<file path="src/pkg/ddrc_regs.vh">
// register map, field positions, reset values and timing counts of the ddr host controller
`ifndef DDRC_REGS_VH
`define DDRC_REGS_VH
`define DDRC_OFS_CTRL      8'h00
`define DDRC_OFS_ADDR      8'h04
`define DDRC_OFS_CFG       8'h08
`define DDRC_OFS_MASK      8'h0c
`define DDRC_OFS_BUFIDX    8'h10
`define DDRC_OFS_BUFDATA   8'h14
`define DDRC_OFS_STATUS    8'h18
`define DDRC_CTRL_OP_LSB   0
`define DDRC_CTRL_OP_MSB   2
`define DDRC_CTRL_AUTO     3
`define DDRC_CTRL_ALLB     4
`define DDRC_ADDR_A_MSB    10
`define DDRC_ADDR_BA_LSB   12
`define DDRC_ADDR_BA_MSB   13
`define DDRC_CFG_LAT4      0
`define DDRC_CFG_BL_LSB    1
`define DDRC_CFG_BL_MSB    2
`define DDRC_CFG_CKE       4
`define DDRC_CFG_REFEN     5
`define DDRC_CFG_RESET     6'h02
`define DDRC_MASK_RESET    4'h0
`define DDRC_ST_BUSY       0
`define DDRC_ST_DONE       1
`define DDRC_ST_REFP       2
`define DDRC_ST_CAP_LSB    3
`define DDRC_OP_NOP        3'h0
`define DDRC_OP_ACT        3'h1
`define DDRC_OP_READ       3'h2
`define DDRC_OP_WRITE      3'h3
`define DDRC_OP_PRE        3'h4
`define DDRC_OP_REF        3'h5
`define DDRC_OP_MRS        3'h6
`define DDRC_RCW_NOP       3'h7
`define DDRC_RCW_ACT       3'h3
`define DDRC_RCW_READ      3'h5
`define DDRC_RCW_WRITE     3'h4
`define DDRC_RCW_PRE       3'h2
`define DDRC_RCW_REF       3'h1
`define DDRC_RCW_MRS       3'h0
`define DDRC_AUTO_BIT      8
`define DDRC_ALLB_BIT      10
`define DDRC_PCLK_MHZ      20
`define DDRC_ROW_CLOSE_NS  20
`define DDRC_ROW_CLOSE_CYC ((`DDRC_ROW_CLOSE_NS * `DDRC_PCLK_MHZ + 999) / 1000)
`define DDRC_RFC_NS        70
`define DDRC_RFC_CYC       ((`DDRC_RFC_NS * `DDRC_PCLK_MHZ + 999) / 1000)
`define DDRC_REF_WIN_US    16000
`define DDRC_REF_ROWS      2048
`define DDRC_REF_CYC       ((`DDRC_REF_WIN_US * `DDRC_PCLK_MHZ) / `DDRC_REF_ROWS)
`define DDRC_RD_SLACK      3
`endif

</file>
<file path="src/hw/ddrc_buf.v">
// burst data buffer: 8 words of 32 bits, registered read port
`timescale 1ns/10ps
module ddrc_buf (
   input  wire        pclk,
   input  wire        presetn,
   input  wire        we,
   input  wire [2:0]  waddr,
   input  wire [31:0] wdata,
   input  wire [2:0]  raddr,
   output reg  [31:0] rdata
);
   reg [31:0] mem [0:7];

   // storage has no reset, only the read register does
   always @(posedge pclk) begin
      if (we) begin
         mem[waddr] <= wdata;
      end
   end

   always @(posedge pclk or negedge presetn) begin
      if (!presetn) begin
         rdata <= 32'h0000_0000;
      end else begin
         rdata <= mem[raddr];
      end
   end
endmodule // ddrc_buf

</file>
<file path="src/hw/ddrc_host.v">
// ddr sdram host controller: apb register slave, command sequencer, strobe data paths
//
// Our own choices: register access over APB and the register addresses.
`timescale 1ns/10ps
`include "ddrc_regs.vh"
module ddrc_host (
   input  wire        pclk,
   input  wire        presetn,
   input  wire        psel,
   input  wire        penable,
   input  wire        pwrite,
   input  wire [7:0]  paddr,
   input  wire [31:0] pwdata,
   output reg  [31:0] prdata,
   output reg         pready,
   output reg         pslverr,
   output reg         ddr_clk,
   output reg         ddr_clk_n,
   output reg         cke,
   output reg         cs_n,
   output reg         ras_n,
   output reg         cas_n,
   output reg         we_n,
   output reg  [1:0]  bank_select,
   output reg  [10:0] address_in,
   output reg  [31:0] data_io_o,
   output reg         data_io_oe,
   input  wire [31:0] data_io_i,
   output reg  [3:0]  byte_write_mask,
   output reg         strobe_o,
   output reg         strobe_oe,
   input  wire        strobe_i
);
   localparam ST_IDLE  = 5'h01;
   localparam ST_CMD   = 5'h02;
   localparam ST_WDATA = 5'h04;
   localparam ST_RWAIT = 5'h08;
   localparam ST_CLOSE = 5'h10;
   // wait counts kept 32 bits wide, only the low byte feeds close_reg or ref_cnt_reg
   localparam [31:0] ROW_CLOSE_W = `DDRC_ROW_CLOSE_CYC;
   localparam [31:0] RFC_W       = `DDRC_RFC_CYC;
   localparam [31:0] REF_W       = `DDRC_REF_CYC;

   reg  [4:0]  state_reg;
   reg  [1:0]  ph_reg;
   reg  [2:0]  op_reg;
   reg         auto_reg;
   reg         allb_reg;
   reg         go_reg;
   reg         done_reg;
   reg  [13:0] addr_reg;
   reg  [5:0]  cfg_reg;
   reg  [3:0]  mask_reg;
   reg  [2:0]  idx_reg;
   reg  [3:0]  beat_reg;
   reg  [3:0]  edge_reg;
   reg  [3:0]  cap_reg;
   reg  [3:0]  rwait_reg;
   reg  [7:0]  close_reg;
   reg  [7:0]  ref_cnt_reg;
   reg         ref_pend_reg;
   reg         ref_run_reg;
   reg         s1_reg;
   reg         s2_reg;
   reg         s3_reg;
   reg  [31:0] d1_reg;
   reg  [31:0] d2_reg;
   reg         edge_d_reg;
   wire [31:0] buf_q;
   wire        busy;
   wire        acc;
   wire        fire;
   wire        wr_fire;
   wire        mapped;
   wire        refuse;
   wire        tick;
   wire        rise;
   wire        issue_ref;
   wire        cap_we;
   wire [3:0]  beats;
   wire [3:0]  rd_limit;
   wire [2:0]  buf_raddr;
   wire [2:0]  buf_waddr;
   wire [31:0] buf_wdata;
   wire        buf_we;
   reg  [2:0]  rcw;
   reg  [31:0] rd_mux;

   assign busy    = (state_reg != ST_IDLE) | go_reg;
   assign acc     = psel & penable & ~pready;
   assign fire    = psel & penable & pready;
   assign wr_fire = fire & pwrite;
   assign mapped  = (paddr <= `DDRC_OFS_STATUS) & (paddr[1:0] == 2'b00);
   // command and buffer access would corrupt a running burst
   assign refuse  = busy & pwrite & ((paddr == `DDRC_OFS_CTRL) | (paddr == `DDRC_OFS_BUFDATA));
   // tick: falling link edge, commands change with the fall so the device sees them stable at the next rise
   assign tick    = (ph_reg == 2'd1);
   assign rise    = (ph_reg == 2'd3);
   assign issue_ref = (state_reg == ST_IDLE) & ref_pend_reg & tick;
   assign beats   = (cfg_reg[`DDRC_CFG_BL_MSB:`DDRC_CFG_BL_LSB] == 2'd0) ? 4'd2 :
                    (4'd1 << cfg_reg[`DDRC_CFG_BL_MSB:`DDRC_CFG_BL_LSB]);
   assign rd_limit = (cfg_reg[`DDRC_CFG_LAT4] ? 4'd4 : 4'd3) + {1'b0, beats[3:1]} + 4'd`DDRC_RD_SLACK;
   assign cap_we  = (state_reg == ST_RWAIT) & edge_d_reg & (cap_reg < beats);
   assign buf_we  = cap_we | (wr_fire & (paddr == `DDRC_OFS_BUFDATA) & ~busy);
   assign buf_waddr = cap_we ? cap_reg[2:0] : idx_reg;
   assign buf_wdata = cap_we ? d2_reg : pwdata;
   // read port registered: point at beat 0 already during the command cycle
   assign buf_raddr = ((state_reg == ST_WDATA) | (state_reg == ST_CMD)) ? beat_reg[2:0] : idx_reg;

   ddrc_buf u_buf (
      .pclk    (pclk),
      .presetn (presetn),
      .we      (buf_we),
      .waddr   (buf_waddr),
      .wdata   (buf_wdata),
      .raddr   (buf_raddr),
      .rdata   (buf_q)
   );

   always @* begin
      case (op_reg)
         `DDRC_OP_ACT:   rcw = `DDRC_RCW_ACT;
         `DDRC_OP_READ:  rcw = `DDRC_RCW_READ;
         `DDRC_OP_WRITE: rcw = `DDRC_RCW_WRITE;
         `DDRC_OP_PRE:   rcw = `DDRC_RCW_PRE;
         `DDRC_OP_REF:   rcw = `DDRC_RCW_REF;
         `DDRC_OP_MRS:   rcw = `DDRC_RCW_MRS;
         default:        rcw = `DDRC_RCW_NOP;
      endcase
   end

   always @* begin
      case (paddr)
         `DDRC_OFS_CTRL:    rd_mux = {27'h0, allb_reg, auto_reg, op_reg};
         `DDRC_OFS_ADDR:    rd_mux = {18'h0, addr_reg};
         `DDRC_OFS_CFG:     rd_mux = {26'h0, cfg_reg};
         `DDRC_OFS_MASK:    rd_mux = {28'h0, mask_reg};
         `DDRC_OFS_BUFIDX:  rd_mux = {29'h0, idx_reg};
         `DDRC_OFS_BUFDATA: rd_mux = busy ? 32'h0000_0000 : buf_q;
         `DDRC_OFS_STATUS:  rd_mux = {25'h0, cap_reg, ref_pend_reg, done_reg, busy};
         default:           rd_mux = 32'h0000_0000;
      endcase
   end

   // apb slave: one wait state, effect at the edge that samples pready
   always @(posedge pclk or negedge presetn) begin
      if (!presetn) begin
         pready   <= 1'b0;
         pslverr  <= 1'b0;
         prdata   <= 32'h0000_0000;
         addr_reg <= 14'h0000;
         cfg_reg  <= `DDRC_CFG_RESET;
         mask_reg <= `DDRC_MASK_RESET;
         idx_reg  <= 3'h0;
      end else begin
         pready  <= acc;
         pslverr <= acc & (~mapped | refuse | (busy & ~pwrite & (paddr == `DDRC_OFS_BUFDATA)));
         if (acc) begin
            prdata <= pwrite ? 32'h0000_0000 : rd_mux;
         end
         if (wr_fire & (paddr == `DDRC_OFS_ADDR)) begin
            addr_reg <= {pwdata[`DDRC_ADDR_BA_MSB:`DDRC_ADDR_BA_LSB], 1'b0, pwdata[`DDRC_ADDR_A_MSB:0]};
         end
         if (wr_fire & (paddr == `DDRC_OFS_CFG)) begin
            cfg_reg <= pwdata[5:0];
         end
         if (wr_fire & (paddr == `DDRC_OFS_MASK)) begin
            mask_reg <= pwdata[3:0];
         end
         if (wr_fire & (paddr == `DDRC_OFS_BUFIDX)) begin
            idx_reg <= pwdata[2:0];
         end
      end
   end

   // link clock divider: four pclk per link cycle, high in phases 0 and 1
   always @(posedge pclk or negedge presetn) begin
      if (!presetn) begin
         // start in a low phase so the first high half is full width
         ph_reg    <= 2'd3;
         ddr_clk   <= 1'b0;
         ddr_clk_n <= 1'b1;
         cke       <= 1'b0;
      end else begin
         ph_reg    <= ph_reg + 2'd1;
         ddr_clk   <= (ph_reg == 2'd3) | (ph_reg == 2'd0);
         ddr_clk_n <= ~((ph_reg == 2'd3) | (ph_reg == 2'd0));
         if (tick) begin
            cke <= cfg_reg[`DDRC_CFG_CKE];
         end
      end
   end

   // refresh pacing; set wins over the clear from the sequencer
   always @(posedge pclk or negedge presetn) begin
      if (!presetn) begin
         ref_cnt_reg  <= 8'd0;
         ref_pend_reg <= 1'b0;
      end else if (!cfg_reg[`DDRC_CFG_REFEN]) begin
         ref_cnt_reg  <= 8'd0;
         ref_pend_reg <= 1'b0;
      end else if (ref_cnt_reg == 8'd0) begin
         ref_cnt_reg  <= REF_W[7:0] - 8'd1;
         ref_pend_reg <= 1'b1;
      end else begin
         ref_cnt_reg  <= ref_cnt_reg - 8'd1;
         if (issue_ref) begin
            ref_pend_reg <= 1'b0;
         end
      end
   end

   // read strobe and data cross into pclk before use
   always @(posedge pclk or negedge presetn) begin
      if (!presetn) begin
         s1_reg     <= 1'b0;
         s2_reg     <= 1'b0;
         s3_reg     <= 1'b0;
         d1_reg     <= 32'h0000_0000;
         d2_reg     <= 32'h0000_0000;
         edge_d_reg <= 1'b0;
      end else begin
         s1_reg     <= strobe_i;
         s2_reg     <= s1_reg;
         s3_reg     <= s2_reg;
         d1_reg     <= data_io_i;
         d2_reg     <= d1_reg;
         // data edge-aligned: take it one pclk after the strobe edge, mid-beat
         edge_d_reg <= s2_reg ^ s3_reg;
      end
   end

   // command sequencer
   always @(posedge pclk or negedge presetn) begin
      if (!presetn) begin
         state_reg       <= ST_IDLE;
         op_reg          <= `DDRC_OP_NOP;
         auto_reg        <= 1'b0;
         allb_reg        <= 1'b0;
         go_reg          <= 1'b0;
         done_reg        <= 1'b0;
         beat_reg        <= 4'd0;
         edge_reg        <= 4'd0;
         cap_reg         <= 4'd0;
         rwait_reg       <= 4'd0;
         close_reg       <= 8'd0;
         ref_run_reg     <= 1'b0;
         cs_n            <= 1'b1;
         ras_n           <= 1'b1;
         cas_n           <= 1'b1;
         we_n            <= 1'b1;
         bank_select     <= 2'b00;
         address_in      <= 11'h000;
         data_io_o       <= 32'h0000_0000;
         data_io_oe      <= 1'b0;
         byte_write_mask <= 4'hf;
         strobe_o        <= 1'b0;
         strobe_oe       <= 1'b0;
      end else begin
         if (wr_fire & (paddr == `DDRC_OFS_CTRL) & ~busy) begin
            op_reg   <= pwdata[`DDRC_CTRL_OP_MSB:`DDRC_CTRL_OP_LSB];
            auto_reg <= pwdata[`DDRC_CTRL_AUTO];
            allb_reg <= pwdata[`DDRC_CTRL_ALLB];
            go_reg   <= 1'b1;
         end
         if (wr_fire & (paddr == `DDRC_OFS_STATUS) & pwdata[`DDRC_ST_DONE]) begin
            done_reg <= 1'b0;
         end
         case (state_reg)
            ST_IDLE: begin
               if (issue_ref) begin
                  {ras_n, cas_n, we_n} <= `DDRC_RCW_REF;
                  cs_n      <= 1'b0;
                  close_reg <= RFC_W[7:0];
                  // own flag: op_reg still holds the last software command
                  ref_run_reg <= 1'b1;
                  state_reg <= ST_CMD;
               end else if (go_reg & tick) begin
                  go_reg      <= 1'b0;
                  ref_run_reg <= 1'b0;
                  cs_n        <= 1'b0;
                  {ras_n, cas_n, we_n} <= rcw;
                  bank_select <= addr_reg[13:12];
                  beat_reg    <= 4'd0;
                  edge_reg    <= 4'd0;
                  cap_reg     <= 4'd0;
                  rwait_reg   <= 4'd0;
                  close_reg   <= 8'd1;
                  case (op_reg)
                     `DDRC_OP_READ, `DDRC_OP_WRITE: begin
                        // auto close on A8, column on A7..A0; without it the row stays open
                        address_in <= {2'b00, auto_reg, addr_reg[7:0]};
                        if (auto_reg) begin
                           close_reg <= ROW_CLOSE_W[7:0];
                        end
                     end
                     `DDRC_OP_PRE: begin
                        address_in <= {allb_reg, 10'h000};
                        close_reg  <= ROW_CLOSE_W[7:0];
                     end
                     default: begin
                        address_in <= addr_reg[10:0];
                     end
                  endcase
                  state_reg <= ST_CMD;
               end
            end
            ST_CMD: begin
               // command held across one rising edge, then decoder disabled
               if (tick) begin
                  cs_n <= 1'b1;
                  {ras_n, cas_n, we_n} <= `DDRC_RCW_NOP;
                  if ((op_reg == `DDRC_OP_WRITE) & ~ref_run_reg) begin
                     strobe_oe <= 1'b1;
                     strobe_o  <= 1'b0;
                     state_reg <= ST_WDATA;
                  end else if ((op_reg == `DDRC_OP_READ) & ~ref_run_reg) begin
                     state_reg <= ST_RWAIT;
                  end else begin
                     state_reg <= ST_CLOSE;
                  end
               end
            end
            ST_WDATA: begin
               // data changes at phases 2/0, strobe at 3/1: strobe centred in each beat
               if (((ph_reg == 2'd2) | (ph_reg == 2'd0)) & (beat_reg < beats)) begin
                  data_io_o       <= buf_q;
                  data_io_oe      <= 1'b1;
                  byte_write_mask <= mask_reg;
                  beat_reg        <= beat_reg + 4'd1;
               end
               if ((rise | tick) & (edge_reg < beats)) begin
                  strobe_o <= ~strobe_o;
                  edge_reg <= edge_reg + 4'd1;
               end else if (rise & (edge_reg == beats)) begin
                  strobe_oe       <= 1'b0;
                  data_io_oe      <= 1'b0;
                  byte_write_mask <= 4'hf;
                  state_reg       <= ST_CLOSE;
               end
            end
            ST_RWAIT: begin
               if (cap_we) begin
                  cap_reg <= cap_reg + 4'd1;
               end
               if (rise) begin
                  rwait_reg <= rwait_reg + 4'd1;
               end
               // bank closes latency cycles after last data, so wait those out too
               if ((cap_reg == beats) | (rwait_reg == rd_limit)) begin
                  if (auto_reg) begin
                     close_reg <= ROW_CLOSE_W[7:0] + (cfg_reg[`DDRC_CFG_LAT4] ? 8'd16 : 8'd12);
                  end
                  state_reg <= ST_CLOSE;
               end
            end
            ST_CLOSE: begin
               if (close_reg <= 8'd1) begin
                  if (~ref_run_reg) begin
                     done_reg <= 1'b1;
                  end
                  state_reg <= ST_IDLE;
               end else begin
                  close_reg <= close_reg - 8'd1;
               end
            end
            default: begin
               state_reg <= ST_IDLE;
            end
         endcase
      end
   end
endmodule // ddrc_host

</file>
<file path="config.mk">
export PLATFORM = sky130hd
export DESIGN_NAME = ddrc_host
export DESIGN_NICKNAME = d
export VERILOG_FILES = /design/src/hw/ddrc_buf.v /design/src/hw/ddrc_host.v
export VERILOG_INCLUDE_DIRS = /design/src /design/src/pkg
export SDC_FILE = /design/constraint.sdc
export NUM_CORES = 1
export LEC_CHECK = 0
export BUFFER_PORTS_ARGS = -buffer_cell sky130_fd_sc_hd__buf_2
export CAP_MARGIN = 15
export CORE_UTILIZATION = 40
export CTS_CLUSTER_SIZE = 28
export DETAILED_ROUTE_END_ITERATION = 7
export PLACE_DENSITY = 0.67
export REMOVE_ABC_BUFFERS = 1
export SYNTH_ARGS = -nofsm -noshare
export SYNTH_HDL_FRONTEND = slang
export SYNTH_SLANG_ARGS = --single-unit
</file>
<file path="constraint.sdc">
create_clock -name pclk -period 3.71 [get_ports pclk]
set_input_delay 0.742 -clock pclk [delete_from_list [all_inputs] [get_ports pclk]]
set_output_delay 0.742 -clock pclk [all_outputs]
set_load 0.005 [all_outputs]
</file>
==> results of run 1 <==
layer usage:
layer	global-route usage, %	vias to the layer above	share of wire, %
met1	29.5	7453	43
met2	34.4	593	48
met4	7.32	0	2.8
li1	-	6716	-
met3	3.37	103	6.6
met5	0	-	0
logic make-up after synthesis:
kind of cell,Yosys count,share of synthesized area [%]
buffers and inverters,136,2.55
XOR/XNOR,14,0.582
AO/OA/AOI/OAI,409,10.9
adder cells (fa/ha/maj),22,1.31
flip-flops,522,68.1
AND/OR/NAND/NOR,609,13.8
multiplexers,53,2.74
worst min-delay path by stage:
stage	cells after the start	slack (ps)	startpoint	end
2_1_floorplan	0	330	d1_reg[0]$_DFF_PN0_	d2_reg[0]$_DFF_PN0_
3_3_place_gp	0	330	d1_reg[11]$_DFF_PN0_	d2_reg[11]$_DFF_PN0_
3_5_place_dp	0	330	d1_reg[13]$_DFF_PN0_	d2_reg[13]$_DFF_PN0_
4_1_cts	1	170	presetn	d1_reg[10]$_DFF_PN0_
5_1_grt	1	200	presetn	d1_reg[10]$_DFF_PN0_
6_report	1	150	presetn	d1_reg[10]$_DFF_PN0_
cell usage in the layout, fill, tap and decap left out, types with 30 or more instances in the layout:
cell / count
nand2_1: 279
edfxtp_1: 256
dfrtp_1: 254
o21ai_0: 176
buf_2: 169
nand3_1: 153
a21oi_1: 151
clkbuf_16: 53
nor2_1: 40
or4_1: 37
mux2_2: 37
buf_4: 30
power groups by stage:
stage                     combinational [mW]  clock [mW]  sequential, mW
final                                  0.512        5.56            6.17
after global routing                   0.567        5.89            6.17
after CTS                              0.512        5.65            6.17
after detailed placement               0.510           0            6.28
after global placement                 0.501           0            6.28
after floorplan                        0.246           0            6.27
final cells by class:
class	count	area [um2]	area share, %
sequential	522	14400	58.0
multi-input combinational	1107	6340	25.6
clock buffer	70	1430	5.78
timing repair buffer	211	1310	5.28
tap	680	851	3.44
clock inverter	28	379	1.53
inverter	24	90.1	0.364
==> metrics.sh, run 1 <==
NUMBER_OF_CELLS_ON_THE_WORST_REG_TO_REG_PATH=9
PLACEMENT.SETUP.WORST_SLACK_PS=228
POSTLAYOUTCELLAREA_UM2=24800
INTERNAL_POWER_mW=9.57
DIE_Y_UM=232
POWER.NET_SWITCHING_mW=2.67
FINAL_CORE_UTILIZATION_PCT=47.9
MAX_CLOCK_FREQ_MHz=292
WORSTSKEWPAIRLATENCY_PS=620
MAX_SLEW_MARGIN_PCT=22.9
LARGEST_REGISTER='u_buf.mem'
FP.DIEAREA_UM2=53600
P_LEAK_nW=10.4
POST_LAYOUT_NONFILLER_INSTANCES=2642
STD_CELL_ROWS=83
CRIT_REG_REG_ENDPOINT='u_buf.mem[3][7]$_DFFE_PP_'
ENDPOINT='u_buf.mem[3][7]$_DFFE_PP_'
DRT.ANTENNA.VIOLATING_NETS=0
CTS_TREE='yes'
YOSYSMOSTFREQUENTCELL='nand2_1'
LAYOUT-DRIVE-GT1-SHARE_PCT=18.7
SLOWEST_DELAY_PS=860
SYNTH_AREA_LEADERS='edfxtp_1 36%, dfrtp_1 30%, nand2_1 5.0%'
SYNTH_LARGEST_TYPE_AREA_FRACTION_PCT=36.5
DETAIL_ROUTE.DRC_VIOLATIONS=0
SYNTH_ASYNC_SR_FLOP_SHARE_PCT=51.0
CRITPATHKIND='reg -> reg'
NUMBER_OF_SETUP_VIOLATIONS_IN_THE_FINAL_REPORT=0
HORIZONTAL_DIE_DIMENSION_UM=232
MAX_SLEW_VIOLATION_TOTAL_FROM_THE_FINAL_REPORT=0
POST-ROUTE-MIN-PERIOD_PS=3430
POWER.SHARE.CLOCK_PCT=45.4
PLACE_AREA_UM2=23000
MOST_NUMEROUS_CELL_TYPES_IN_THE_SYNTHESIZED_NETLIST='280 x nand2_1, 256 x edfxtp_1, 254 x dfrtp_1'
SYNTH_AREA_PER_CELL_UM2=11.9
LARGEST_REGISTER_FFS=256
WORST-PATH-STAGES=9
WORSTSETUPSTARTPOINTTYPE='register'
POST_CTS_HOLD_BUFFER_COUNT=0
TOTALNEGATIVESETUPSLACK_PS=0
PWR_DENSITY_CELL_nW_PER_UM2=495
PATH_CLASS_OF_THE_LOWEST_SLACK_MIN_DELAY_PATH='in -> async'
YOSYS_REGISTER_BITS=522
REG_TO_REG_STARTPOINT='cfg_reg[2]$_DFFE_PN0P_'
SYNTH_ENABLE_FLOP_CELLS=256
FIN_SKEW_PS=21.3
SYNTH_AREA_UM2=21100
MIN_PERIOD_OVER_PERIOD_PCT=92.5
POWER_SWITCHING_SHARE_PCT=21.8
ROUTE.DETAILED.VIAS_PER_INST=5.63
CP_SLOWEST_CELL='nor2_4'
INITIAL_CELL_DENSITY_OF_THE_CORE_PCT=40.8
CRIT_PATH_START='cfg_reg[2]$_DFFE_PN0P_'
MAXCAPVIOLATIONS=0
NUMBER_OF_GLOBAL_ROUTE_VIAS_BEFORE_REPAIR=14900
INITIAL_DETAILED_ROUTING_VIOLATION_COUNT=1462
CRITICAL_PATH_ARRIVAL_PS=3650
ROUTABILITYCONGESTION=0.978
SEQUENTIALPOWERSHARE_PCT=50.4
SYNTHDISTINCTLIBCELLS=65
IRDROPWORSTVDD_mV=0.347
SYNTHESIS.INSTANCES=1765
MAX_FANOUT_ON_CRITICAL_PATH=32
CLOCK_TREE.BUFFER_DEPTH=3
GRT_ANTENNA_BEFORE_REPAIR=0
ANTENNA_CELLS_INSERTED=0
MOST_COMMON_CELL_TYPE_ON_THE_CRITICAL_PATH='nor2b_1'
SYNTH_WARN=0
DESIGN.PORTCOUNT=171
CTS.HTREE.LEVELS=2
REPORT.FINAL.HOLD_VIOL_COUNT=0
TRITONCTS.NUM_BUFFERS=53
AREA_GROWTH_SYN_TO_LAYOUT_PCT=17.4
CRITICAL_PATH.TOP_DELAY_FAMILY='simple AND/OR/NAND/NOR gates'
CLOCK_TREE.ROOT_CELL='clkbuf_16'
COMBINATIONALPOWERSHARE_PCT=4.2
DESIGN.FINAL.NETS=2019
YS.FLOP_TYPE='edfxtp_1'
SETUP.REG_TO_REG.WORST_SLACK_PS=280
GRT.TOTAL_USAGE_PCT=21.4
CORE_UM2=51700
WORSTPATHCELLLIST='nor2b_1, inv_1, ha_1, nor2b_1, o21ai_0, and4_2, a32oi_1, buf_4, nor2_4'
SYNTH-SEQ-AREA-SHARE_PCT=68.1
POST_CTS.REPAIR.SETUP_BUFFERS=0
GRT_START_MAX_NET_PINS=129
CLOCK_TRANSITION_AT_THE_REGISTERS_OF_THE_REPORTED_PATHS_PS=60
ROUTE.FINAL.WIRE_LENGTH_UM=56700
HOLD_WS_PS=150
WORST-PATH-BUF-INV=2
POST-DP-HPWL_UM=35700
CTS_NUM_SINKS=522
SETUP.WORST_PATH.END_CLASS='register'
POWER.TOTAL_mW=12.2
VIA_COUNT=14900
RSZ0062_AT_GRT='no'
DETAIL_ROUTE.WL_PER_CELL_UM=21.5
CTS_REPAIR_RESIZE_COUNT=0
N_FILL_CELL=4605
MAX_SLEW.WORST_PIN.SLEW_PS=1150
GRT_PASS1_WL_UM=88300
SYNTH_TOP_CELL_BY_AREA='edfxtp_1'
DETAILEDROUTE.FIRSTPASSITERATIONCOUNT=5
FINALWORSTSETUPSLACK_PS=280
PLACE_INST=2544
OUTCOME='completed'
WORST-ENDPOINT-REQUIRED_PS=3930
IO_BUFFERS=170
GRT_REMAINING_OVERFLOW=0
No activity file was read; power rests on OpenSTA's default activity.
==> run 2: changes to the inputs <==
--- a/config.mk
+++ b/config.mk
@@ -8,10 +8,10 @@
 export LEC_CHECK = 0
 export BUFFER_PORTS_ARGS = -buffer_cell sky130_fd_sc_hd__buf_2
 export CAP_MARGIN = 15
-export CORE_UTILIZATION = 40
+export CORE_UTILIZATION = 50
 export CTS_CLUSTER_SIZE = 28
 export DETAILED_ROUTE_END_ITERATION = 7
-export PLACE_DENSITY = 0.67
+export PLACE_DENSITY = 0.79
 export REMOVE_ABC_BUFFERS = 1
 export SYNTH_ARGS = -nofsm -noshare
 export SYNTH_HDL_FRONTEND = slang
==> metrics.sh, run 2 (synthesis gave the netlist of run 1 again) <==
CTS_NUM_SINKS=522
CRITPATHKIND='reg -> reg'
WORST-PATH-BUF-INV=1
PWR_DENSITY_CELL_nW_PER_UM2=494
MAX_SLEW_MARGIN_PCT=20.2
DETAIL_ROUTE.DRC_VIOLATIONS=0
TRITONCTS.NUM_BUFFERS=52
CLOCK_TRANSITION_AT_THE_REGISTERS_OF_THE_REPORTED_PATHS_PS=60
NUMBER_OF_GLOBAL_ROUTE_VIAS_BEFORE_REPAIR=15100
MAX_SLEW.WORST_PIN.SLEW_PS=1200
PLACE_INST=2392
FIN_SKEW_PS=24.5
OUTCOME='completed'
DETAIL_ROUTE.WL_PER_CELL_UM=22.0
POST_CTS.REPAIR.SETUP_BUFFERS=0
DRT.ANTENNA.VIOLATING_NETS=0
CTS_TREE='yes'
CRIT_PATH_START='state_reg[4]$_DFFE_PN0P_'
HORIZONTAL_DIE_DIMENSION_UM=207
INITIAL_CELL_DENSITY_OF_THE_CORE_PCT=51.2
ROUTED_WL_MET2_UM=26800
POST-DP-HPWL_UM=33200
CRITICAL_PATH_ARRIVAL_PS=3690
LARGEST_REGISTER='u_buf.mem'
INITIAL_DETAILED_ROUTING_VIOLATION_COUNT=1668
CLOCK_TREE.BUFFER_DEPTH=3
DETAILEDROUTE.FIRSTPASSITERATIONCOUNT=5
REG_TO_REG_STARTPOINT='state_reg[4]$_DFFE_PN0P_'
CRITICAL_PATH.TOP_DELAY_FAMILY='simple AND/OR/NAND/NOR gates'
ANTENNA_CELLS_INSERTED=0
POST_LAYOUT_NONFILLER_INSTANCES=2490
CORE_UM2=41200
HOLD_WS_PS=164
IRDROPWORSTVDD_mV=0.378
TOTALNEGATIVESETUPSLACK_PS=0
CTS.HTREE.LEVELS=2
GRT_START_MAX_NET_PINS=129
P_LEAK_nW=10.4
WORSTSETUPSTARTPOINTTYPE='register'
RSZ0062_AT_GRT='no'
WORST-ENDPOINT-REQUIRED_PS=4160
TOP_LAYER_USED='met4'
VIA_COUNT=15000
LARGEST_REGISTER_FFS=256
DIE_Y_UM=207
WORSTSKEWPAIRLATENCY_PS=610
CP_SLOWEST_CELL='nor2_1'
DESIGN.PORTCOUNT=171
LAYOUT-DRIVE-GT1-SHARE_PCT=18.7
POSTLAYOUTCELLAREA_UM2=24600
REPORT.FINAL.HOLD_VIOL_COUNT=0
IO_BUFFERS=170
MAXCAPVIOLATIONS=0
MET3_WIRELENGTH_UM=4670
MAX_FANOUT_ON_CRITICAL_PATH=32
GRT_ANTENNA_BEFORE_REPAIR=0
MIN_PERIOD_OVER_PERIOD_PCT=87.4
ROUTE.FINAL.WIRE_LENGTH_UM=54900
FINAL_COMMON_CELL='nand2_1'
GRT_REMAINING_OVERFLOW=0
GRT.TOTAL_USAGE_PCT=25.5
ROUTABILITYCONGESTION=0.883
MAX_CLOCK_FREQ_MHz=309
FP.DIEAREA_UM2=43000
LAYOUT_COMMON_CELLS='279 x nand2_1, 256 x edfxtp_1, 254 x dfrtp_1'
PLACE_AREA_UM2=22800
SLOWEST_DELAY_PS=730
AREA_GROWTH_SYN_TO_LAYOUT_PCT=16.6
MAX_SLEW_VIOLATION_TOTAL_FROM_THE_FINAL_REPORT=0
POST-ROUTE-MIN-PERIOD_PS=3240
WL_MET1_UM=21900
CTS_REPAIR_RESIZE_COUNT=0
STD_CELL_ROWS=74
POST_CTS_HOLD_BUFFER_COUNT=0
WORSTPATHCELLLIST='or3_1, nor2_1, mux2i_4, buf_4, a21oi_1, or4_1'
SETUP.WORST_PATH.END_CLASS='register'
NUMBER_OF_SETUP_VIOLATIONS_IN_THE_FINAL_REPORT=0
DESIGN.FINAL.NETS=2014
GRT_PASS1_WL_UM=85300
PATH_CLASS_OF_THE_LOWEST_SLACK_MIN_DELAY_PATH='in -> async'
CLOCK_TREE.ROOT_CELL='clkbuf_16'
ROUTE.DETAILED.VIAS_PER_INST=6.02
## run 2: cell types whose count changed in the layout (fill, tap and decap cells not counted), sizes merged
cell	change
buf	-4
bufinv	-2
clkbuf	+1
clkinv	+1
## run 2: layer usage
metal,GRT usage (%),up-vias
met5,0,-
met2,41.8,758
met4,9.16,0
li1,-,6685
met1,34.0,7444
met3,5.16,106
## run 2: power breakdown
group | internal (mW) | switching, mW | leakage [nW]
registers | 6.14 | 0.0350 | 5.73
clock network | 3.22 | 2.26 | 0.889
logic | 0.157 | 0.340 | 3.78
total | 9.52 | 2.63 | 10.4
## run 2: path summary, 6_finish.rpt
kind	cells after the start	endpoint	slack, ps
max reg2reg	6	u_buf.rdata[9]$_DFF_PN0_	470
min reg2reg	0	d2_reg[22]$_DFF_PN0_	340
min in group pclk	1	d1_reg[26]$_DFF_PN0_	240
min	1	d1_reg[13]$_DFF_PN0_	160
max in group asynchronous	2	cs_n$_DFFE_PN1P_	2700
max	6	u_buf.rdata[9]$_DFF_PN0_	470
## run 2: layout make-up
class | instances | area, um2
Clock buffer | 71 | 1480
Clock inverter | 27 | 330
Fill cell | 3153 | 16600
Inverter | 24 | 90.1
Multi-Input combinational cell | 1107 | 6340
Sequential cell | 522 | 14400
Tap cell | 532 | 666
Timing Repair Buffer | 207 | 1310
## run 2: per-stage QoR
step                      setup WS (ps)  power, mW  utilization, %
after global routing                369       12.5            59.7
after detailed placement            423       6.78            55.3
after CTS                           482       12.2            59.7
final                               469       12.1            59.7
after global placement              496       6.76            55.3
after floorplan                   -4360       6.52               -
## run 2: worst register-to-register path: cells and delay by family, from the launching register on
| kind | cells | cell delay, ps |
|---|---|---|
| AOI/OAI and AO/OA | 1 | 110 |
| muxes | 1 | 340 |
| buffers and inverters | 1 | 430 |
| and+or+nand+nor | 3 | 1740 |
| DFF | 1 | 490 |
